[src/pkg/psc_pkg.sv]
`default_nettype none
package psc_pkg;
  localparam int ADDR_W       = 22;   // Address bus width
  localparam int DATA_W       = 32;   // Data bus width
  localparam int CS_W         = 4;    // Chip select count
  localparam int LANE_W       = 4;    // Byte strobe count
  localparam int ADDR_PORT_LO = 18;   // First address line turned to port
  localparam int ADDR_PORT_W  = 4;    // Address lines turned to port
  localparam logic [2:0] MODE_RESET = 3'h0;

  typedef enum logic [2:0] {
    PSC_ST_RESET   = 3'b000,
    PSC_ST_NORMAL  = 3'b001,
    PSC_ST_SLEEP   = 3'b010,
    PSC_ST_STANDBY = 3'b011,
    PSC_ST_RELEASE = 3'b100,
    PSC_ST_REL_SBY = 3'b101
  } psc_mode_t;

  // Requests from the core side
  typedef struct packed {
    logic              standby_req;   // Enter software standby
    logic              sleep_req;     // Enter sleep
    logic              wake_req;      // Leave standby or sleep
    logic              port_hiz;      // Standby port high-impedance bit
    logic              onchip_acc;    // Access to on-chip ROM/RAM/peripheral
    logic              row_active;    // Row strobe down state
    logic              refresh;       // Refresh in progress
    logic [ADDR_W-1:0] addr;          // Address of the access
  } psc_ctrl_t;

  // Bus control pin levels
  typedef struct packed {
    logic [CS_W-1:0]   cs_n;          // Chip selects
    logic              row_strobe_n;  // Row strobe
    logic [LANE_W-1:0] col_strobe_n;  // Column strobes byte3..byte0
    logic              rd_wr;         // Read/write line
    logic              rd_n;          // Read strobe
    logic [LANE_W-1:0] wr_strobe_n;   // Write strobes byte3..byte0
    logic              address_hold_n;// Address hold
  } psc_busctl_t;
endpackage
`default_nettype wire

[src/hw/psc_pin_state.sv]
`timescale 1ns/100ps
`default_nettype none
// Overview of operation
// - Bus request and standby entry together: standby wins.
// - Standby with port high-impedance bit set floats port pins and clock output.
// - After power-on reset top four address lines become input ports.
// - Keep state: input pins float, output pins hold the level of the last normal-mode cycle.
// - Row strobe high on on-chip access, low only in row-active or refresh.
// - Column strobes high on on-chip access, low only during refresh.
// - On-chip access: selects, strobes high, address-hold low, address driven, data floats.
// - Bus released: grant low, bus lines float, bus request still sampled.
// - Standby floats bus, selects and strobes; clock output high unless floated.
module psc_pin_state (
  input  wire logic                       sys_clk_i,      // 20 MHz clock
  input  wire logic                       resetn_i,       // Async reset, active low
  input  wire logic                       clk_en_i,       // Clock enable
  input  wire logic                       power_on_i,     // Reset cause is power-on
  input  wire logic                       manual_reset_in_i, // Manual reset pin, active low
  input  wire logic                       bus_request_in_i,  // Bus request pin, active low
  input  wire psc_pkg::psc_ctrl_t         ctrl_i,         // Core requests
  input  wire logic                       clk_int_i,      // Internal clock level for pin
  input  wire logic [psc_pkg::DATA_W-1:0] port_out_i,     // General port output data
  input  wire logic [psc_pkg::DATA_W-1:0] port_dir_i,     // General port direction, 1 out
  output logic [psc_pkg::DATA_W-1:0]      port_o,         // General port pin data
  output logic [psc_pkg::DATA_W-1:0]      port_oe_o,      // General port enables
  output logic                            clock_output_o, // Clock output pin
  output logic                            clock_output_oe_o, // Clock output enable
  output logic                            bus_grant_n_o,  // Bus grant, active low
  output logic                            bus_grant_oe_o, // Bus grant enable
  output logic [psc_pkg::ADDR_W-1:0]      addr_o,         // Address pins
  output logic [psc_pkg::ADDR_W-1:0]      addr_oe_o,      // Address enables
  output logic                            data_oe_o,      // Data bus enable
  output psc_pkg::psc_busctl_t            busctl_o,       // Bus control levels
  output logic                            busctl_oe_o,    // Bus control enable
  output psc_pkg::psc_mode_t              mode_o          // Current pin mode
);
  import psc_pkg::*;

  localparam psc_busctl_t BUSCTL_IDLE = '{cs_n: '1, row_strobe_n: 1'b1,
    col_strobe_n: '1, rd_wr: 1'b1, rd_n: 1'b1, wr_strobe_n: '1, address_hold_n: 1'b0};

  logic [1:0]        manual_reset_in_sync_r, bus_request_in_sync_r;
  logic [1:0]        manual_reset_in_sync_nxt, bus_request_in_sync_nxt;
  psc_mode_t         mode_r, mode_nxt;
  logic              addr_port_r, addr_port_nxt;
  logic              hiz_r, hiz_nxt;
  logic [DATA_W-1:0] keep_val_r, keep_val_nxt;
  logic [DATA_W-1:0] keep_dir_r, keep_dir_nxt;
  logic [ADDR_W-1:0] addr_r, addr_nxt;
  psc_busctl_t       busctl_r, busctl_nxt;
  logic              bus_request_in_act, manual_reset_in_act, in_sby, in_rel;

  // Pin synchronisers
  always_comb begin
    manual_reset_in_sync_nxt = {manual_reset_in_sync_r[0], manual_reset_in_i};
    bus_request_in_sync_nxt = {bus_request_in_sync_r[0], bus_request_in_i};
  end

  // Synchronised levels, only second stage read
  assign manual_reset_in_act = ~manual_reset_in_sync_r[1];
  assign bus_request_in_act = ~bus_request_in_sync_r[1];

  // Mode sequencing
  always_comb begin
    mode_nxt = mode_r;
    hiz_nxt  = hiz_r;
    addr_port_nxt = addr_port_r;
    unique case (mode_r)
      PSC_ST_RESET: begin
        mode_nxt = PSC_ST_NORMAL;
        addr_port_nxt = power_on_i;
      end
      PSC_ST_NORMAL: begin
        if (ctrl_i.standby_req) begin
          mode_nxt = PSC_ST_STANDBY;
          hiz_nxt  = ctrl_i.port_hiz;
        end else if (bus_request_in_act) begin
          mode_nxt = PSC_ST_RELEASE;
        end else if (ctrl_i.sleep_req) begin
          mode_nxt = PSC_ST_SLEEP;
        end
      end
      PSC_ST_SLEEP: if (ctrl_i.wake_req) mode_nxt = PSC_ST_NORMAL;
      PSC_ST_STANDBY: if (ctrl_i.wake_req) mode_nxt = PSC_ST_NORMAL;
      PSC_ST_RELEASE: begin
        if (ctrl_i.standby_req) begin
          mode_nxt = PSC_ST_REL_SBY;
          hiz_nxt  = ctrl_i.port_hiz;
        end else if (!bus_request_in_act) begin
          mode_nxt = PSC_ST_NORMAL;
        end
      end
      PSC_ST_REL_SBY: if (ctrl_i.wake_req) mode_nxt = PSC_ST_RELEASE;
      default: mode_nxt = PSC_ST_RESET;
    endcase
    if (manual_reset_in_act) mode_nxt = PSC_ST_RESET;
  end

  assign in_sby = (mode_r == PSC_ST_STANDBY) || (mode_r == PSC_ST_REL_SBY);
  assign in_rel = (mode_r == PSC_ST_RELEASE) || (mode_r == PSC_ST_REL_SBY);

  // Keep state capture and bus levels
  always_comb begin
    keep_val_nxt = keep_val_r;
    keep_dir_nxt = keep_dir_r;
    addr_nxt     = addr_r;
    busctl_nxt   = BUSCTL_IDLE;
    if (mode_r == PSC_ST_NORMAL) begin
      keep_val_nxt = port_out_i;
      keep_dir_nxt = port_dir_i;
      addr_nxt     = ctrl_i.addr;
      if (ctrl_i.onchip_acc) begin
        busctl_nxt.row_strobe_n = ~(ctrl_i.row_active | ctrl_i.refresh);
        busctl_nxt.col_strobe_n = {LANE_W{~ctrl_i.refresh}};
      end
    end
  end

  always_ff @(posedge sys_clk_i or negedge resetn_i) begin
    if (!resetn_i) begin
      manual_reset_in_sync_r <= 2'h3;
      bus_request_in_sync_r <= 2'h3;
      mode_r      <= PSC_ST_RESET;
      addr_port_r <= 1'b1;
      hiz_r       <= 1'b0;
      keep_val_r  <= '0;
      keep_dir_r  <= '0;
      addr_r      <= '0;
      busctl_r    <= BUSCTL_IDLE;
    end else if (clk_en_i) begin
      manual_reset_in_sync_r <= manual_reset_in_sync_nxt;
      bus_request_in_sync_r <= bus_request_in_sync_nxt;
      mode_r      <= mode_nxt;
      addr_port_r <= addr_port_nxt;
      hiz_r       <= hiz_nxt;
      keep_val_r  <= keep_val_nxt;
      keep_dir_r  <= keep_dir_nxt;
      addr_r      <= addr_nxt;
      busctl_r    <= busctl_nxt;
    end
  end

  // Pin enables per mode
  always_comb begin
    addr_oe_o = (in_sby || in_rel) ? '0 : '1;
    if (addr_port_r)
      addr_oe_o[ADDR_PORT_LO +: ADDR_PORT_W] = '0;
  end
  assign addr_o            = addr_r;
  assign data_oe_o         = 1'b0;
  assign busctl_o          = busctl_r;
  assign busctl_oe_o       = !(in_sby || in_rel);
  assign clock_output_o    = in_sby ? 1'b1 : clk_int_i;
  assign clock_output_oe_o = !(in_sby && hiz_r);
  assign bus_grant_n_o     = !in_rel;
  assign bus_grant_oe_o    = !(mode_r == PSC_ST_STANDBY);
  assign port_o            = (in_sby || mode_r == PSC_ST_SLEEP) ? keep_val_r : port_out_i;
  assign port_oe_o         = (in_sby && hiz_r) ? '0 :
                             (in_sby || mode_r == PSC_ST_SLEEP) ? keep_dir_r : port_dir_i;
  assign mode_o            = mode_r;

  property p_standby_first;
    @(posedge sys_clk_i) disable iff (!resetn_i)
      (clk_en_i && mode_r == PSC_ST_NORMAL && ctrl_i.standby_req && !manual_reset_in_act)
        |=> mode_r == PSC_ST_STANDBY;
  endproperty
  a_standby_first: assert property (p_standby_first) else $error("standby lost");

  property p_hiz;
    @(posedge sys_clk_i) disable iff (!resetn_i)
      (in_sby && hiz_r) |-> (port_oe_o == '0 && !clock_output_oe_o);
  endproperty
  a_hiz: assert property (p_hiz) else $error("standby pins driven");

  property p_addr_port;
    @(posedge sys_clk_i) disable iff (!resetn_i)
      addr_port_r |-> addr_oe_o[ADDR_PORT_LO +: ADDR_PORT_W] == '0;
  endproperty
  a_addr_port: assert property (p_addr_port) else $error("upper address driven");

  property p_keep;
    @(posedge sys_clk_i) disable iff (!resetn_i)
      (mode_r == PSC_ST_SLEEP) |-> (port_o == keep_val_r && port_oe_o == keep_dir_r);
  endproperty
  a_keep: assert property (p_keep) else $error("keep state broken");

  property p_row;
    @(posedge sys_clk_i) disable iff (!resetn_i)
      (clk_en_i && mode_r == PSC_ST_NORMAL && ctrl_i.onchip_acc && !ctrl_i.row_active
       && !ctrl_i.refresh) |=> busctl_o.row_strobe_n;
  endproperty
  a_row: assert property (p_row) else $error("row strobe low");

  property p_col;
    @(posedge sys_clk_i) disable iff (!resetn_i)
      (clk_en_i && !ctrl_i.refresh) |=> busctl_o.col_strobe_n == '1;
  endproperty
  a_col: assert property (p_col) else $error("column strobe low");

  property p_onchip;
    @(posedge sys_clk_i) disable iff (!resetn_i)
      busctl_o.cs_n == '1 && busctl_o.rd_n && busctl_o.rd_wr && busctl_o.wr_strobe_n == '1
      && !busctl_o.address_hold_n && !data_oe_o;
  endproperty
  a_onchip: assert property (p_onchip) else $error("on-chip levels wrong");

  property p_release;
    @(posedge sys_clk_i) disable iff (!resetn_i)
      (mode_r == PSC_ST_RELEASE) |-> (!bus_grant_n_o && !busctl_oe_o && addr_oe_o == '0);
  endproperty
  a_release: assert property (p_release) else $error("release pins wrong");

  property p_standby;
    @(posedge sys_clk_i) disable iff (!resetn_i)
      in_sby |-> (clock_output_o && !busctl_oe_o && addr_oe_o == '0);
  endproperty
  a_standby: assert property (p_standby) else $error("standby pins wrong");
endmodule
`default_nettype wire

[config.mk]
export PLATFORM = sky130hd
export DESIGN_NAME = psc_pin_state
export DESIGN_NICKNAME = d
export VERILOG_FILES = /design/src/pkg/psc_pkg.sv /design/src/hw/psc_pin_state.sv
export SDC_FILE = /design/constraint.sdc
export NUM_CORES = 1
export LEC_CHECK = 0
export BUFFER_PORTS_ARGS = -buffer_cell sky130_fd_sc_hd__buf_2
export CAP_MARGIN = 10
export CORE_MARGIN = 4
export CORE_UTILIZATION = 25
export DETAILED_ROUTE_END_ITERATION = 16
export PLACE_DENSITY_LB_ADDON = 0.2
export SKIP_LAST_GASP = 1
export SYNTH_ARGS = -nofsm -noshare
export SYNTH_HDL_FRONTEND = slang
export SYNTH_SLANG_ARGS = --single-unit
[constraint.sdc]
create_clock -name sys_clk_i -period 2.7 [get_ports sys_clk_i]
set_input_delay 0.54 -clock sys_clk_i [delete_from_list [all_inputs] [get_ports sys_clk_i]]
set_output_delay 0.54 -clock sys_clk_i [all_outputs]
set_load 0.1 [all_outputs]
==> results.md, run 1 <==
- Status: complete, no violations
- Top delay family on crit path: flip-flops
- Clk slew on worst S/H paths: 0.07 ns
- Post-synthesis sequential area ratio: 47.1%
- Worst EP required: 2.16 ns
- # fillers: 1978
- Period utilization: 97.3%
- Mux cell area share after synthesis: 23.1%
- Via/cell ratio: 4.32
- Synth Area in Compound Gates: 5.20%
- Setup violators final: 0
- Yosys warnings: 0
- Die Height: 152 µm
- Port Buf Inserts: 220
- CTS H-tree depth: 3
- Max cap viols: 0
- Final WL: 16000 µm
- Initial antenna violation count: 0
- Min Tclk post-route: 2.63 ns
- Synth area leader: dfrtp_1
- Slew headroom: 59.7%
- Root Buffer: clkbuf_16
- Top cells by count, synth: nand2_1, dfrtp_1, mux2_2, mux2_4, buf_4
- Setup_tns: 0 ns
- CP arrival: 2.09 ns
- RSZ-0062 raised after global routing: true
- Post-synth EDFFs: 0
- I/O pin cnt: 233
- CTS tree: built
- Yosys reg bits: 97
- Crit path cell chain: and2b_4 > o21ai_1 > nor2_4 > buf_4 > a21oi_4 > buf_12
- Cts bufs inserted: 9
- Slew Viols, Final: 0
- First-pass GRT wire length: 25700 µm
- Synth area leaders: dfrtp_1, nand2_1, mux2_4
- Routed vias: 4153
- HP Class: primary input to asynchronous set/reset pin
- Row Count: 52
- Initial core utilization: 25.5%
- Max Root-Sink Buffers: 2
- Die Width: 152 µm
- XOR/XNOR share of the synthesized area: 0.169%
- Max incr delay on CP: 0.54 ns
- Grt ovf: 0
- Initial drt markers: 207
- Synth async-reset ratio: 100%
- CP startpoint kind: flop
- Layout cells sized above 1: 62.5%
- Die area: 23100 µm²
- Post-synthesis simple-gate area fraction: 14.5%
- Avg Synthesized Cell Area: 10.5 µm²
- Top FF cell, synth: dfrtp_1
- Skew-Pair Late Insertion Delay: 0.35 ns
- Final core occ: 40.5%
- Main combinational cell family by area after synthesis: multiplexers
- DRC errors left: 0
- Crit Path Category: flop to primary output
- Diodes inserted: 0
- Routed WL per cell: 16.6 µm
- CP endpoint kind: primary output
- Worst Path Max Fanout: 10
- Routability cong.: 0.739
- Synth Area in Adders: 0%
- Crit path from: mode_o[1]
- Top-count cell post-synth: nand2_1
- Synth Instances: 492
- Distinct cell type count after synthesis: 38
- Synthesized cell area: 5170 µm²
- Dpl hpwl: 10700 µm
- Slowest CP cell: dfrtp_4
- Setup Skew: 0.00660 ns
- Final count of hold timing violations: 0
- Area Growth Syn to Fin: 59.0%
- Buffers and inverters on the worst path: 2
- R2r setup slk: 0.63 ns
- R2r startpoint: mode_o[0]
- Core Footprint: 20300 µm²
- GRT Total Usage: 13.8%
- CTS sink count: 97
- Pin count of the biggest net entering global routing: 87
- Vias in the first global route: 4549
- Maximum clock rate: 381 MHz
- Synth top area share: 43.5%
- Tightest Pin Transition: 0.604 ns
- Detail Route Antenna Nets: 0
- # nets final: 786
- Pre-antenna DRT Iters: 4
-- logic make-up (layout without fill, tap and decap cells) --
logic type | Yosys count | after routing
compound gates | 48 | 48
flops | 97 | 97
buf+inv | 70 | 259
mux | 93 | 93
other cells | 2 | 12
xor+xnor | 1 | 1
simple gates | 181 | 181
-- repair_timing --
action | 4_1_cts | 5_1_grt
pin swaps | 1 | 0
cloned | 2 | 2
resized for setup | 1 | 5
setup buffers | 3 | 2
hold buffers | 0 | 0
setup endpoints to repair | 33 | 37
-- through the flow --
step / setup WS, ns / cells / hold WS [ns] / instance area [µm²]
3_3_place_gp: 0.311 / 936 / 0.486 / 7770
4_1_cts: 0.00189 / 957 / 0.109 / 8140
5_1_grt: -0.0298 / 961 / 0.121 / 8220
3_5_place_dp: 0.304 / 936 / 0.489 / 7770
6_report: 0.0737 / 961 / 0.103 / 8220
2_1_floorplan: -0.624 / 502 / 0.244 / 5730
-- state kept, by name, indices dropped and copies added (netlist names) --
register and cells:
mode_o 3, addr_o 22, manual_reset_in_sync_r 2, bus_request_in_sync_r 2, busctl_o 2, hiz_r 1
keep_val_r 32, keep_dir_r 32, addr_port_r 1
-- final timing paths --
| kind | cells past startpoint | to |
|---|---|---|
| max in group asynchronous | 2 | addr_o[7] |
| hold / removal | 1 | keep_val_r[7] |
| min in group sys_clk_i | 2 | busctl_o[9] |
| setup / recovery | 6 | port_oe_o[30] |
| setup reg to reg | 5 | keep_dir_r[25] |
| hold reg to reg | 1 | addr_o[11] |
-- cell type report --
class	instances	area, µm²	area share (%)
clock buffer	9	225	2.74
clock inverter	7	53.8	0.654
inverter	5	22.5	0.274
multi-input combinational	335	2750	33.4
sequential	97	2440	29.7
tap	270	338	4.11
timing repair buffer	238	2390	29.1
-- per-layer routing --
metal / routed length [µm] / GRT usage (%) / share of wire [%] / up-vias
met5: 0 / 0 / 0 / -
met1: 6730 / 16.7 / 42 / 2043
met2: 7900 / 23.3 / 49 / 143
met3: 1200 / 5.12 / 7.5 / 15
met4: 161 / 3.25 / 1.0 / 0
li1: - / - / - / 1952
-- layout by cell type (no fill, tap or decap), types with 2 or more instances in the layout --
cell,count
clkinvlp_4,4
a31oi_1,2
inv_6,2
mux2_4,40
nand2_1,130
inv_1,4
dfstp_2,7
nor2b_4,2
conb_1,12
mux2_2,53
nor4b_1,2
nor3b_1,2
nor2_4,2
dfrtp_1,87
clkbuf_16,11
o21ai_1,2
nand2b_1,4
clkbuf_4,4
o21ai_0,2
nor2_1,2
a21oi_4,34
nand2_2,33
dfrtp_4,2
buf_12,72
buf_4,7
buf_2,151
Power of run 1 is left out: the tool's default activity adds up to more than one toggle a clock period on the data nets, which glitch-free logic cannot reach.
==> run 2: changes to the inputs <==
--- a/config.mk
+++ b/config.mk
@@ -7,10 +7,12 @@
 export LEC_CHECK = 0
 export BUFFER_PORTS_ARGS = -buffer_cell sky130_fd_sc_hd__buf_2
 export CAP_MARGIN = 10
+export CORE_ASPECT_RATIO = 0.75
 export CORE_MARGIN = 4
 export CORE_UTILIZATION = 25
 export DETAILED_ROUTE_END_ITERATION = 16
 export PLACE_DENSITY_LB_ADDON = 0.2
+export SETUP_SLACK_MARGIN = 0.5
 export SKIP_LAST_GASP = 1
 export SYNTH_ARGS = -nofsm -noshare
 export SYNTH_HDL_FRONTEND = slang
==> results.md, run 2 (synthesis gave the netlist of run 1 again) <==
- Status: complete, no violations
- Area Growth Syn to Fin: 104%
- Min Tclk post-route: 2.61 ns
- # hold bufs at CTS: 0
- Root Buffer: clkbuf_16
- Worst Path Max Fanout: 6
- Die Width: 174 µm
- Via/cell ratio: 4.44
- Dpl hpwl: 11600 µm
- Final count of hold timing violations: 0
- Grt ovf: 0
- HP Class: primary input to asynchronous set/reset pin
- Worst EP required: 2.16 ns
- CP arrival: 2.07 ns
- Initial antenna violation count: 3
- Layout cells sized above 1: 81.8%
- Port Buf Inserts: 220
- Fin cells: 989
- Crit Path Category: flop to primary output
- CTS tree: built
- Core Footprint: 20300 µm²
- Crit path cell chain: and2b_4 > o21ai_2 > nor2_4 > buf_4 > clkbuf_16 > a21oi_4 > buf_12
- Detail Route Antenna Nets: 0
- Cts bufs inserted: 9
- Vias in the first global route: 4837
- Pin count of the biggest net entering global routing: 55
- I/O pin cnt: 233
- Die area: 23100 µm²
- DRC errors left: 0
- CP endpoint kind: primary output
- Slew Viols, Final: 0
- Slew headroom: 58.5%
- Slowest CP cell: dfrtp_4
- Maximum clock rate: 383 MHz
- Initial core utilization: 25.5%
- Most frequent cells in the layout: buf_2, buf_12, dfrtp_1, nand2_8, mux2_2
- Period utilization: 96.6%
- Routed vias: 4392
- Final core occ: 52.0%
- RSZ-0062 raised after global routing: true
- GRT Total Usage: 14.4%
- Final WS setup: 0.0911 ns
- Final WL: 17100 µm
- Setup Slack @ Placement: 0.297 ns
- Initial drt markers: 139
- Routed WL per cell: 17.2 µm
- Max Root-Sink Buffers: 2
- Clk slew on worst S/H paths: 0.07 ns
- Tightest Pin Transition: 0.623 ns
- CTS H-tree depth: 3
- # nets final: 825
- Row Count: 45
- Routability cong.: 0.820
- Setup violators final: 0
- Skew-Pair Late Insertion Delay: 0.35 ns
- Most common cell after layout, fill and taps aside: buf_2
- Die Height: 133 µm
- CP startpoint kind: flop
- Setup Skew: 0.00756 ns
- Max incr delay on CP: 0.50 ns
- Setup_tns: 0 ns
- Pre-antenna DRT Iters: 4
- Max cap viols: 0
- First-pass GRT wire length: 26500 µm
- CTS sink count: 97
- DP Cell Count: 933
[run 2: final cells by class]
cell class / count / area [µm²]
Antenna cell: 1 / 2.50
Fill cell: 1683 / 9720
Multi-Input combinational cell: 337 / 4250
Inverter: 5 / 22.5
Clock buffer: 9 / 225
Tap cell: 258 / 323
Clock inverter: 7 / 83.8
Timing Repair Buffer: 275 / 3200
Sequential cell: 97 / 2440
[run 2: through the flow]
| stage | area (µm²) | hold slack (ns) |
|---|---|---|
| detailed placement | 9040 | 0.489 |
| floorplan | 7030 | 0.244 |
| global route | 10500 | 0.230 |
| finish | 10500 | 0.192 |
| global placement | 9040 | 0.485 |
| CTS | 10100 | 0.210 |
[run 2: worst paths after layout]
check | from | slack (ns) | end | cells past startpoint
setup / recovery | mode_o[1] | 0.09 | port_oe_o[22] | 7
hold / removal | resetn_i | 0.19 | keep_val_r[27] | 1
setup reg to reg | mode_o[0] | 0.69 | keep_val_r[31] | 5
hold reg to reg | busctl_o[9] | 0.51 | busctl_o[9] | 2
max in group asynchronous | resetn_i | 1.75 | keep_val_r[18] | 2
min in group sys_clk_i | ctrl_i[22] | 0.35 | busctl_o[9] | 2
[run 2: repair_timing]
action,4_1_cts,5_1_grt
buffers inserted,25,2
cloned,7,5
endpoints found under the setup margin,89,131
pin swaps,48,58
resized for setup,97,75
[run 2: worst max-delay path, delay by kind of cell (launching register included)]
kind / cells / cell delay, ns
flops: 1 / 0.50
buf+inv: 3 / 0.52
compound gates: 2 / 0.38
simple gates: 2 / 0.31
[run 2: routing by layer]
layer	GRT usage, %	vias to the layer above	routed length [µm]
met5	0	-	24
met4	3.47	4	246
met3	4.77	20	1140
met2	22.5	147	7920
met1	19.3	2166	7720
li1	-	2055	-
Power of run 2 is left out for the same reason.
==> run 3: changes to the inputs <==
--- a/config.mk
+++ b/config.mk
@@ -12,7 +12,7 @@
 export CORE_UTILIZATION = 25
 export DETAILED_ROUTE_END_ITERATION = 16
 export PLACE_DENSITY_LB_ADDON = 0.2
-export SETUP_SLACK_MARGIN = 0.5
+export SETUP_SLACK_MARGIN = 0.3
 export SKIP_LAST_GASP = 1
 export SYNTH_ARGS = -nofsm -noshare
 export SYNTH_HDL_FRONTEND = slang
==> results.md, run 3 (synthesis gave the netlist of run 1 again) <==
- Status: complete, no violations
- Slew headroom: 63.4%
- Initial antenna violation count: 0
- Final WL: 16000 µm
- Routability cong.: 0.774
- Tightest Pin Transition: 0.549 ns
- Die area: 23100 µm²
- Initial core utilization: 25.5%
- Worst Path Max Fanout: 21
- CP startpoint kind: flop
- Final count of hold timing violations: 0
- Slew Viols, Final: 0
- Port Buf Inserts: 220
- Crit path cell chain: and2b_4 > buf_4 > a21o_4 > buf_12 > nand2_2 > a21oi_4 > buf_12
- Core Footprint: 20300 µm²
- Initial drt markers: 165
- Cts bufs inserted: 9
- Setup_tns: 0 ns
- Min Tclk post-route: 2.66 ns
- Setup Skew: 0.00616 ns
- I/O pin cnt: 233
- Pre-antenna DRT Iters: 4
- Row Count: 45
- Layout cells sized above 1: 71.4%
- Setup violators final: 0
- Final core occ: 44.7%
- Worst R2R End: mode_o[1]
- Worst EP required: 2.16 ns
- CP endpoint kind: primary output
- Grt ovf: 0
- Max Root-Sink Buffers: 2
- Vias in the first global route: 4704
- Die Width: 174 µm
- R2r setup slk: 0.63 ns
- Clk slew on worst S/H paths: 0.07 ns
- CTS sink count: 97
- DRC errors left: 0
- # nets final: 801
- Pin count of the biggest net entering global routing: 54
- Routed vias: 4279
- CTS H-tree depth: 3
- Max cap viols: 0
- HP Class: primary input to asynchronous set/reset pin
- Crit Path Category: flop to primary output
- Max incr delay on CP: 0.48 ns
- Most frequent cell on the critical path: buf_12
- Period utilization: 98.6%
- Root Buffer: clkbuf_16
- Area Growth Syn to Fin: 75.2%
- Buffers and inverters on the worst path: 3
- First-pass GRT wire length: 25300 µm
- Routed WL per cell: 16.6 µm
- GRT Total Usage: 13.6%
- Path depth of the worst reg2reg path: 8
- DP Cell Count: 936
- R2r startpoint: mode_o[2]
- # hold bufs at CTS: 0
- RSZ-0062 raised after global routing: true
- Most frequent cells in the layout: buf_2, dfrtp_1, buf_12, nand2_1, nand2_4
- CTS tree: built
- Top delay family on crit path: buffers and inverters
- Dpl hpwl: 11300 µm
- Maximum clock rate: 376 MHz
- CP arrival: 2.12 ns
- Skew-Pair Late Insertion Delay: 0.34 ns
- Via/cell ratio: 4.43
- Detail Route Antenna Nets: 0
- Fin cells: 965
- Most common cell after layout, fill and taps aside: buf_2
- Slowest CP cell: dfrtp_4
- Die Height: 133 µm
-- run 3: changes by cell type in the layout (fill, tap and decap cells not counted), sizes merged --
cell	change
clkinvlp	+1
clkbuf	-1
buf	-21
inv	-1
a21o	-1
bufbuf	-1
-- run 3: metal layers --
layer / track usage [%] / vias up / share of wire, %
met5: 0 / - / 0
met2: 22.4 / 140 / 48
met3: 4.71 / 17 / 6.8
met1: 17.3 / 2121 / 44
met4: 3.21 / 0 / 1.1
li1: - / 2001 / -
-- run 3: how the worst max path moves through the flow --
stage              start       endpoint  slack [ns]  cells after the start
2_1_floorplan  mode_o[2]  addr_oe_o[19]       -0.62                      5
3_3_place_gp   mode_o[2]  port_oe_o[29]        0.03                      6
3_5_place_dp   mode_o[2]  port_oe_o[24]       -0.02                      6
4_1_cts        mode_o[2]   port_oe_o[2]      -0.001                      9
5_1_grt        mode_o[2]  port_oe_o[14]       -0.05                      7
6_report       mode_o[2]  port_oe_o[24]        0.04                      7
-- run 3: worst register-to-register path, delay by kind of cell (launching register included) --
kind	cells	cell delay [ns]
compound gates	2	0.23
buf+inv	4	0.64
flops	1	0.48
mux	1	0.35
simple gates	1	0.25
-- run 3: final cells by class --
cell class	instances	area, µm²
Sequential cell	97	2440
Inverter	5	22.5
Clock buffer	9	225
Tap cell	258	323
Antenna cell	1	2.50
Clock inverter	7	76.3
Multi-Input combinational cell	336	3220
Timing Repair Buffer	252	2750
Fill cell	1830	11200
-- run 3: timing repair --
action / CTS / global route
resized for setup: 38 / 47
setup endpoints to repair: 89 / 89
cloned: 3 / 2
pin swaps: 37 / 5
buffers inserted: 4 / 3
-- run 3: metrics by stage --
stage | area, µm² | hold WS, ns | worst slack (ns)
after global placement | 8270 | 0.488 | 0.0298
after floorplan | 6240 | 0.244 | -0.624
final | 9060 | 0.178 | 0.0381
after detailed placement | 8270 | 0.489 | -0.0174
after CTS | 8860 | 0.191 | -0.00150
after global routing | 9060 | 0.207 | -0.0472
Power of run 3 is left out for the same reason.
